`src/rtl/atatf_regs.vh`:
```
// Register offsets, field positions and codes of the task-file bank.
`ifndef ATATF_REGS_VH
`define ATATF_REGS_VH
`define ATATF_OFS_DATA      3'h0
`define ATATF_OFS_ERRFEAT   3'h1
`define ATATF_OFS_SECCNT    3'h2
`define ATATF_OFS_SECNUM    3'h3
`define ATATF_OFS_CYLLO     3'h4
`define ATATF_OFS_CYLHI     3'h5
`define ATATF_OFS_DRVHEAD   3'h6
`define ATATF_OFS_STATCMD   3'h7
`define ATATF_OFS_ALTCTL    3'h6
`define ATATF_OFS_DRVADDR   3'h7
`define ATATF_ERR_BBK_BIT   7
`define ATATF_ERR_UNC_BIT   6
`define ATATF_ERR_SECTOR_NOT_FOUND_FLAG_BIT  4
`define ATATF_ERR_ABORTED_FLAG_BIT  2
`define ATATF_ERR_GEN_BIT   0
`define ATATF_DH_MODE_BIT   6
`define ATATF_DH_DRV_BIT    4
`define ATATF_ST_ERR_BIT    0
`define ATATF_BYTE_ZERO     8'h00
`define ATATF_WORD_ZERO     16'h0000
`define ATATF_DEVCTL_RESET  8'h08
`define ATATF_STATUS_RESET  8'h50
`endif

```
`src/rtl/atatf_task_file.v`:
```
// Task-file register bank of a parallel ATA flash drive.
// Operation
// - Control block 6h: alternate status, device control.
// - Control block 7h: drive address read, write ignored.
// - Command block 1h: error read, feature write.
// - 7h status/command; 2h-6h read back writes.
// - 16-bit data port, word or byte mode.
// - Error register read-only, fixed flag layout.
// - Bad-block and uncorrectable flags from core.
// - Sector-not-found, aborted, general error flags.
// - Feature register write-only, before command.
// - Sector count written, updated with remainder.
// - Sector number start, updated on completion.
// - Cylinder low start, updated on completion.
// - Cylinder high start, updated on completion.
// - Mode bit 6: CHS or block addressing.
// - Drive select bit 4 picks drive.
// - Low nibble: head or block address top.
// - Decode only with exactly one chip select.
// - Read and write strobes are low pulses.
// - Assert 16-bit indication for data port in word mode only.
// - Cable select grounded means drive zero.
`timescale 1ns/1ps
`include "atatf_regs.vh"
module atatf_task_file #(
    parameter DATA_W = 16
) (
    input  wire              mclk_in,
    input  wire              reset_in,
    input  wire              clk_en_in,
    input  wire              cs0_n_in,
    input  wire              cs1_n_in,
    input  wire [2:0]        da_in,
    input  wire              dior_n_in,
    input  wire              diow_n_in,
    input  wire [DATA_W-1:0] dd_in,
    input  wire              csel_in,
    input  wire              byte_mode_in,
    input  wire [DATA_W-1:0] buf_rd_data_in,
    input  wire [7:0]        core_status_in,
    input  wire              core_done_in,
    input  wire [7:0]        core_seccnt_in,
    input  wire [27:0]       core_addr_in,
    input  wire              core_writing_in,
    input  wire              err_bad_block_in,
    input  wire              err_uncorr_in,
    input  wire              err_not_found_in,
    input  wire              err_aborted_in,
    input  wire              err_general_in,
    output reg  [DATA_W-1:0] dd_out,
    output reg               dd_oe_out,
    output reg               iocs16_n_out,
    output reg               iocs16_oe_out,
    output reg               buf_rd_out,
    output reg               buf_wr_out,
    output reg  [DATA_W-1:0] buf_wr_data_out,
    output reg               cmd_start_out,
    output reg  [7:0]        command_code_out,
    output reg  [7:0]        feature_param_out,
    output reg  [7:0]        device_control_out,
    output reg               addressing_mode_bit_out,
    output reg  [3:0]        head_select_field_out,
    output reg  [27:0]       start_addr_out,
    output reg  [7:0]        sector_count_out,
    output reg               drive_role_out
);

// ****************************************
// Decode and strobe edges.
// ****************************************
reg        dior_q;
reg        diow_q;
reg        odd_phase;
reg [7:0]  odd_byte;
reg [7:0]  error_flags;
reg [7:0]  sector_number;
reg [7:0]  cylinder_low_byte;
reg [7:0]  cylinder_high_byte;
reg [7:0]  drive_head_select;
reg [7:0]  status_primary;
reg [7:0]  next_rd;
reg [DATA_W-1:0] next_word;

wire cmd_blk = ~cs0_n_in & cs1_n_in;
wire ctl_blk = cs0_n_in & ~cs1_n_in;
wire rd_fall = ~dior_n_in & dior_q;
wire wr_fall = ~diow_n_in & diow_q;
wire drive_select_bit = drive_head_select[`ATATF_DH_DRV_BIT];
wire selected = (drive_select_bit == drive_role_out);
wire data_acc = cmd_blk & (da_in == `ATATF_OFS_DATA);
wire bad_blk = error_flags[`ATATF_ERR_BBK_BIT];
wire data_ok = data_acc & ~bad_blk;
wire cmd_wr = wr_fall & selected &
              hit(cmd_blk, da_in, `ATATF_OFS_STATCMD);

function hit;
    input       blk;
    input [2:0] a;
    input [2:0] ofs;
    begin
        hit = blk & (a == ofs);
    end
endfunction

// ****************************************
// Read multiplexer.
// ****************************************
always @* begin
    next_rd = `ATATF_BYTE_ZERO;
    if (hit(cmd_blk, da_in, `ATATF_OFS_ERRFEAT)) begin
        next_rd = error_flags;
    end else if (hit(cmd_blk, da_in, `ATATF_OFS_SECCNT)) begin
        next_rd = sector_count_out;
    end else if (hit(cmd_blk, da_in, `ATATF_OFS_SECNUM)) begin
        next_rd = sector_number;
    end else if (hit(cmd_blk, da_in, `ATATF_OFS_CYLLO)) begin
        next_rd = cylinder_low_byte;
    end else if (hit(cmd_blk, da_in, `ATATF_OFS_CYLHI)) begin
        next_rd = cylinder_high_byte;
    end else if (hit(cmd_blk, da_in, `ATATF_OFS_DRVHEAD)) begin
        next_rd = drive_head_select;
    end else if (hit(cmd_blk, da_in, `ATATF_OFS_STATCMD)) begin
        next_rd = status_primary;
    end else if (hit(ctl_blk, da_in, `ATATF_OFS_ALTCTL)) begin
        next_rd = status_primary;
    end else if (hit(ctl_blk, da_in, `ATATF_OFS_DRVADDR)) begin
        next_rd = {1'b1, ~core_writing_in,
                   ~drive_head_select[3:0],
                   ~(selected & drive_role_out),
                   ~(selected & ~drive_role_out)};
    end
end

always @* begin
    next_word = buf_rd_data_in;
    if (byte_mode_in) begin
        next_word = {`ATATF_BYTE_ZERO,
                     odd_phase ? odd_byte : buf_rd_data_in[7:0]};
    end
end

// ****************************************
// Register state.
// ****************************************
always @(posedge mclk_in) begin
    if (reset_in) begin
        dior_q <= 1'b1;
        diow_q <= 1'b1;
        odd_phase <= 1'b0;
        odd_byte <= `ATATF_BYTE_ZERO;
        sector_number <= `ATATF_BYTE_ZERO;
        cylinder_low_byte <= `ATATF_BYTE_ZERO;
        cylinder_high_byte <= `ATATF_BYTE_ZERO;
        drive_head_select <= `ATATF_BYTE_ZERO;
        dd_out <= `ATATF_WORD_ZERO;
        dd_oe_out <= 1'b0;
        iocs16_n_out <= 1'b1;
        iocs16_oe_out <= 1'b0;
        buf_rd_out <= 1'b0;
        buf_wr_out <= 1'b0;
        buf_wr_data_out <= `ATATF_WORD_ZERO;
        cmd_start_out <= 1'b0;
        command_code_out <= `ATATF_BYTE_ZERO;
        feature_param_out <= `ATATF_BYTE_ZERO;
        device_control_out <= `ATATF_DEVCTL_RESET;
        addressing_mode_bit_out <= 1'b0;
        head_select_field_out <= 4'h0;
        start_addr_out <= 28'h0000000;
        sector_count_out <= `ATATF_BYTE_ZERO;
        drive_role_out <= 1'b0;
    end else if (clk_en_in) begin
        dior_q <= dior_n_in;
        diow_q <= diow_n_in;
        buf_rd_out <= 1'b0;
        buf_wr_out <= 1'b0;
        cmd_start_out <= 1'b0;
        drive_role_out <= csel_in;
        iocs16_n_out <= ~(data_acc & selected & ~byte_mode_in);
        iocs16_oe_out <= data_acc & selected & ~byte_mode_in;
        dd_oe_out <= ~dior_n_in & (cmd_blk | ctl_blk) & selected;
        // ****************************************
        // Host reads.
        // ****************************************
        if (rd_fall & selected) begin
            if (data_ok) begin
                dd_out <= next_word;
                if (~byte_mode_in | odd_phase) begin
                    buf_rd_out <= 1'b1;
                end
                odd_byte <= buf_rd_data_in[15:8];
                odd_phase <= byte_mode_in & ~odd_phase;
            end else begin
                dd_out <= {`ATATF_BYTE_ZERO, next_rd};
            end
        end
        // ****************************************
        // Host writes.
        // ****************************************
        if (wr_fall & data_ok & selected) begin
            if (~byte_mode_in) begin
                buf_wr_data_out <= dd_in;
                buf_wr_out <= 1'b1;
            end else if (~odd_phase) begin
                odd_byte <= dd_in[7:0];
                odd_phase <= 1'b1;
            end else begin
                buf_wr_data_out <= {dd_in[7:0], odd_byte};
                buf_wr_out <= 1'b1;
                odd_phase <= 1'b0;
            end
        end
        if (wr_fall & cmd_blk) begin
            case (da_in)
                `ATATF_OFS_ERRFEAT: begin
                    feature_param_out <= dd_in[7:0];
                end
                `ATATF_OFS_SECCNT: begin
                    sector_count_out <= dd_in[7:0];
                end
                `ATATF_OFS_SECNUM: begin
                    sector_number <= dd_in[7:0];
                end
                `ATATF_OFS_CYLLO: begin
                    cylinder_low_byte <= dd_in[7:0];
                end
                `ATATF_OFS_CYLHI: begin
                    cylinder_high_byte <= dd_in[7:0];
                end
                `ATATF_OFS_DRVHEAD: begin
                    drive_head_select <= dd_in[7:0];
                end
                `ATATF_OFS_STATCMD: begin
                    if (selected) begin
                        command_code_out <= dd_in[7:0];
                        cmd_start_out <= 1'b1;
                    end
                end
                default: begin
                end
            endcase
        end
        if (wr_fall & ctl_blk & (da_in == `ATATF_OFS_ALTCTL)) begin
            device_control_out <= dd_in[7:0];
        end
        addressing_mode_bit_out <= drive_head_select[`ATATF_DH_MODE_BIT];
        head_select_field_out <= drive_head_select[3:0];
        start_addr_out <= {drive_head_select[3:0], cylinder_high_byte,
                           cylinder_low_byte, sector_number};
        if (core_done_in) begin
            sector_count_out <= core_seccnt_in;
            sector_number <= core_addr_in[7:0];
            cylinder_low_byte <= core_addr_in[15:8];
            cylinder_high_byte <= core_addr_in[23:16];
            drive_head_select[3:0] <= core_addr_in[27:24];
        end
    end
end

// ****************************************
// Status and error flags.
// ****************************************
always @(posedge mclk_in) begin
    if (reset_in) begin
        error_flags <= `ATATF_BYTE_ZERO;
        status_primary <= `ATATF_STATUS_RESET;
    end else if (clk_en_in) begin
        status_primary <= core_status_in;
        if (|error_flags) begin
            status_primary[`ATATF_ST_ERR_BIT] <= 1'b1;
        end
        if (cmd_wr) begin
            error_flags <= `ATATF_BYTE_ZERO;
        end
        if (err_bad_block_in) begin
            error_flags[`ATATF_ERR_BBK_BIT] <= 1'b1;
        end
        if (err_uncorr_in) begin
            error_flags[`ATATF_ERR_UNC_BIT] <= 1'b1;
        end
        if (err_not_found_in) begin
            error_flags[`ATATF_ERR_SECTOR_NOT_FOUND_FLAG_BIT] <= 1'b1;
        end
        if (err_aborted_in) begin
            error_flags[`ATATF_ERR_ABORTED_FLAG_BIT] <= 1'b1;
        end
        if (err_general_in) begin
            error_flags[`ATATF_ERR_GEN_BIT] <= 1'b1;
        end
    end
end

endmodule // atatf_task_file

```
`config.mk`:
```
export PLATFORM = sky130hd
export DESIGN_NAME = atatf_task_file
export DESIGN_NICKNAME = d
export VERILOG_FILES = /design/src/rtl/atatf_task_file.v
export VERILOG_INCLUDE_DIRS = /design/src /design/src/rtl
export SDC_FILE = /design/constraint.sdc
export NUM_CORES = 1
export LEC_CHECK = 0
export BUFFER_PORTS_ARGS = -buffer_cell sky130_fd_sc_hd__buf_2
export CELL_PAD_IN_SITES_DETAIL_PLACEMENT = 0
export CELL_PAD_IN_SITES_GLOBAL_PLACEMENT = 1
export CORE_UTILIZATION = 42
export CTS_CLUSTER_SIZE = 24
export DETAILED_ROUTE_END_ITERATION = 12
export PLACE_DENSITY_LB_ADDON = 0.1
export SKIP_CTS_REPAIR_TIMING = 1
export SLEW_MARGIN = 30
export SYNTH_ARGS = -nofsm -noshare
export SYNTH_HDL_FRONTEND = slang
export SYNTH_SLANG_ARGS = --single-unit
```
`constraint.sdc`:
```
create_clock -name mclk_in -period 4.4 [get_ports mclk_in]
set_input_delay 0.44 -clock mclk_in [delete_from_list [all_inputs] [get_ports mclk_in]]
set_output_delay 0.44 -clock mclk_in [all_outputs]
set_load 0.01 [all_outputs]
```
==> PnR_summary.wiki <==
{| class="wikitable"
! Metric !! Value
|-
| Routability-driven placement congestion ratio || 0.8851
|-
| TritonCTS Buffers || 17
|-
| P per Cell Area || 380.5 nW/um^2
|-
| Critical Path RT || ~4.7 ns
|-
| Global route total overflow || 0
|-
| Final instance area || just under 9000 sq um
|-
| Area growth from synthesis to layout || 22.21%
|-
| Sort of element at the start of the critical path || flop
|-
| Routed wire length per instance || 19.00 um
|-
| Max rail drop VDD || 0.2853 mV
|-
| Minimum clock period after layout || 2.586 ns
|-
| Final antenna-violating net count || 0
|-
| Multiplexer share of the synthesized area || 0.1290
|-
| Result of the run || complete, no violations
|-
| Most used flip-flop cell after synthesis || sky130_fd_sc_hd__dfxtp_1
|-
| Die height || ~130 um
|-
| Buffers from clock root to sink, at most || 2
|-
| Post-synth ARST share || 0
|-
| Violation count after the first detailed-route iteration || 473
|-
| Headroom to the max-slew limit || 0.4278
|-
| Buffer cell driving the clock tree root || sky130_fd_sc_hd__clkbuf_16
|-
| 1st-pass router iterations || 5
|-
| Cells after Synth || 825
|-
| Port Buffers || 198
|-
| Netlist area before placement || 7296 sq um
|-
| Largest family of logic cells by synthesized area || compound AO/OA/AOI/OAI gates
|-
| Final setup violating endpoints || 0
|-
| Post-Synth Simple-Gate Area || 0.1777
|-
| Layout cell share with drive strength beyond 1 || 0.2695
|-
| Largest fanout of any net on the critical path || 21
|-
| Post-synthesis sequential area ratio || 0.4281
|-
| Sum of net half-perimeters after detailed placement || 16.80 mm
|-
| EDFF count, synth || 0
|-
| Cell Count, Final, Fillers Out || 1218
|-
| Placement-stage cell area || between 8000 and 9000 sq um
|-
| RSZ-0062 raised after global routing || no
|-
| XOR/XNOR share of the synthesized area || 0
|-
| Core ar. || 16760 sq um
|-
| Syn_nets || around 930
|-
| Final setup TNS || 0 ns
|-
| Number of hold violations in the final report || 0
|-
| Worst Path Arrival || 2.89 ns
|-
| Post-synth cell types || 68
|-
| Total wire length after detailed routing || 23.15 mm
|-
| Clock Latency Late Sink || 0.44 ns
|-
| Number of sinks driven by the clock tree || between 150 and 200
|-
| Clock Skews || approximately 0.0095 ns
|-
| Ports || 199
|-
| Number of placed instances with taps included || 1186
|-
| Post-synthesis sequential element count || 156
|-
| # H-tree levels || 4
|-
| Path class of the lowest-slack min-delay path || input port to flop
|-
| Filler Cell Count || 1654
|-
| Global-route wire length before repair || 35.25 mm
|-
| Adder-cell share of the synthesized area || 0.008575
|-
| Fin. max-slew vios || 0
|-
| Number of vias per cell || 5.429
|-
| Depth of the most critical reg-to-reg path || 7
|-
| Endpoint kind of the worst setup timing path || flop
|-
| Final period utilization || 0.5876
|-
| Die outline width || 133.8 um
|-
| DIE AREA || 17900 sq um
|-
| Maximum Capacitance Violations || 0
|-
| Number of design rule violations left after detail routing || 0
|-
| Min-Delay Path Depth || 3
|-
| Effective utilization at floorplan || 0.4353
|-
| Maximum number of pins on one net before global-route repair || 95
|-
| Share of the synthesized area in compound gates (AO/OA/AOI/OAI) || 0.2055
|-
| Timing-limited maximum frequency || 386.8 MHz
|-
| Clock Pin Slew Worst Setup and Hold Paths || roughly 0.06 ns
|-
| Via count of the routed design || 6612
|-
| CTS tree || done
|-
| Via count of the first global-routing pass || 5981
|-
| Worst Tran Pin Value || roughly 0.86 ns
|-
| Leakage power || approximately 4 nW
|-
| Number of antenna violations at the first check in global routing || 0
|-
| Total Routing Usage GR || 0.2609
|-
| Critical setup path kind || flop to flop
|-
| Nets@finish || between 1000 and 1500
|-
| Num rows || 47
|-
| Total inserted antenna cells || 0
|-
| Count of synthesis-stage warnings from yosys || 0
|-
| Mean post-synth cell area || 8.843 sq um
|}
-- Yosys cell counts, types with 2 or more instances --
cell type / instances / area, sq um
sky130_fd_sc_hd__o21ai_0: 22 / 110.1
sky130_fd_sc_hd__o211ai_1: 4 / 30.03
sky130_fd_sc_hd__nor3b_1: 4 / 30.03
sky130_fd_sc_hd__o211a_1: 2 / 20.02
sky130_fd_sc_hd__o21a_1: 2 / 15.01
sky130_fd_sc_hd__a21oi_1: 69 / 345.3
sky130_fd_sc_hd__o31ai_4: 4 / 85.08
sky130_fd_sc_hd__nand2b_1: 7 / 43.79
sky130_fd_sc_hd__and3_1: 2 / 12.51
sky130_fd_sc_hd__a211oi_1: 60 / 450.4
sky130_fd_sc_hd__o21ai_1: 3 / 15.01
sky130_fd_sc_hd__dfxtp_1: 156 / 3123
sky130_fd_sc_hd__a22o_1: 3 / 26.28
sky130_fd_sc_hd__nand2_2: 2 / 12.51
sky130_fd_sc_hd__nor4bb_1: 2 / 20.02
sky130_fd_sc_hd__o41ai_1: 2 / 17.52
sky130_fd_sc_hd__nor4_1: 3 / 18.77
sky130_fd_sc_hd__and4bb_2: 2 / 25.02
sky130_fd_sc_hd__a211oi_2: 3 / 37.54
sky130_fd_sc_hd__o22ai_1: 14 / 87.58
sky130_fd_sc_hd__nor2_1: 182 / 683.2
sky130_fd_sc_hd__clkbuf_1: 33 / 123.9
sky130_fd_sc_hd__buf_4: 10 / 75.07
sky130_fd_sc_hd__buf_2: 16 / 80.08
sky130_fd_sc_hd__buf_1: 3 / 11.26
sky130_fd_sc_hd__nor3_2: 2 / 20.02
sky130_fd_sc_hd__inv_1: 20 / 75.07
sky130_fd_sc_hd__nor3_4: 2 / 32.53
sky130_fd_sc_hd__mux2i_1: 85 / 850.8
sky130_fd_sc_hd__a22oi_1: 16 / 120.1
sky130_fd_sc_hd__and2_1: 4 / 25.02
sky130_fd_sc_hd__nand2_1: 21 / 78.83
sky130_fd_sc_hd__nor3_1: 2 / 10.01
sky130_fd_sc_hd__nand3_1: 7 / 35.03
sky130_fd_sc_hd__mux2_2: 8 / 90.09
sky130_fd_sc_hd__or4bb_1: 2 / 22.52
sky130_fd_sc_hd__nor2b_1: 11 / 68.82
sky130_fd_sc_hd__ha_1: 5 / 62.56
-- path summary, 6_finish.rpt --
check | endpoint | slack [ns] | from
max | dd_out[7]$_SDFFE_PP0P_ | 1.81 | drive_role_out$_SDFFE_PP0P_
min reg2reg | iocs16_oe_out$_SDFFE_PP0P_ | 0.47 | iocs16_oe_out$_SDFFE_PP0P_
max reg2reg | dd_out[7]$_SDFFE_PP0P_ | 1.81 | drive_role_out$_SDFFE_PP0P_
min | status_primary[4]$_SDFFE_PP1P_ | 0.23 | core_status_in[4]
-- layout make-up --
| cell class | count | area, sq um | share of cell area |
|---|---|---|---|
| sequential | 156 | 3123 | 0.3503 |
| clock buffer | 18 | 429.2 | 0.04813 |
| tap | 220 | 275.3 | 0.03087 |
| clock inverter | 14 | 160.2 | 0.01796 |
| multi-input combinational | 585 | 3799 | 0.4260 |
| inverter | 21 | 78.83 | 0.008841 |
| timing repair buffer | 204 | 1051 | 0.1179 |
-- kinds of logic after synthesis --
kind of cell,Yosys count
simple gates,270
buf+inv,84
fa+ha+maj,5
compound gates,217
mux,93
flops,156
-- layer usage --
layer / global-route usage / part of all wire
met4: 0.07449 / 0.015
met3: 0.05745 / 0.058
met2: 0.3731 / 0.43
met1: 0.3888 / 0.50
met5: 0 / 0
-- registers in the layout (all words and copies together) (netlist names), 4 cells and up --
register	flops
cylinder_high_byte	8
start_addr_out	24
command_code_out	8
device_control_out	8
cylinder_low_byte	8
status_primary	8
dd_out	16
head_select_field_out	4
sector_count_out	8
odd_byte	8
error_flags	5
feature_param_out	8
buf_wr_data_out	16
sector_number	8
drive_head_select	8
-- critical path, cell delays in order (launching register included) --
cell and delay [ns]:
sky130_fd_sc_hd__dfxtp_1 0.39, sky130_fd_sc_hd__inv_1 0.06, sky130_fd_sc_hd__ha_1 0.43, sky130_fd_sc_hd__nor3b_1 0.37, sky130_fd_sc_hd__nand2_1 0.55, sky130_fd_sc_hd__a221oi_2 0.40
sky130_fd_sc_hd__a311o_1 0.22, sky130_fd_sc_hd__a21oi_1 0.04
-- power by group --
| group | total, mW | switching, mW | internal [mW] |
|---|---|---|---|
| Clock | 1.48 | 0.639 | 0.846 |
| Sequential | 1.51 | 0.0499 | 1.46 |
| Combinational | 0.396 | 0.244 | 0.153 |
-- through the flow --
step	power [mW]	util	hold WS (ns)	setup slack, ns
4_1_cts	3.415	0.5320	0.2242	1.844
6_report	3.392	0.5320	0.2324	1.814
5_1_grt	3.518	0.5320	0.2443	1.642
3_3_place_gp	1.936	0.4968	0.4510	1.746
2_1_floorplan	1.779	-	0.4412	2.325
3_5_place_dp	1.935	0.4968	0.4543	1.686
-- placed cells by master (no fill, tap or decap), drive strengths merged, types with 14 or more instances in the layout --
cell,count
o21ai,25
o22ai,14
dfxtp,156
a22oi,16
buf,204
nand2,23
a21oi,70
clkbuf,18
a211oi,63
nor2,183
inv,26
mux2i,85
Power figures use the tool's default switching activity.
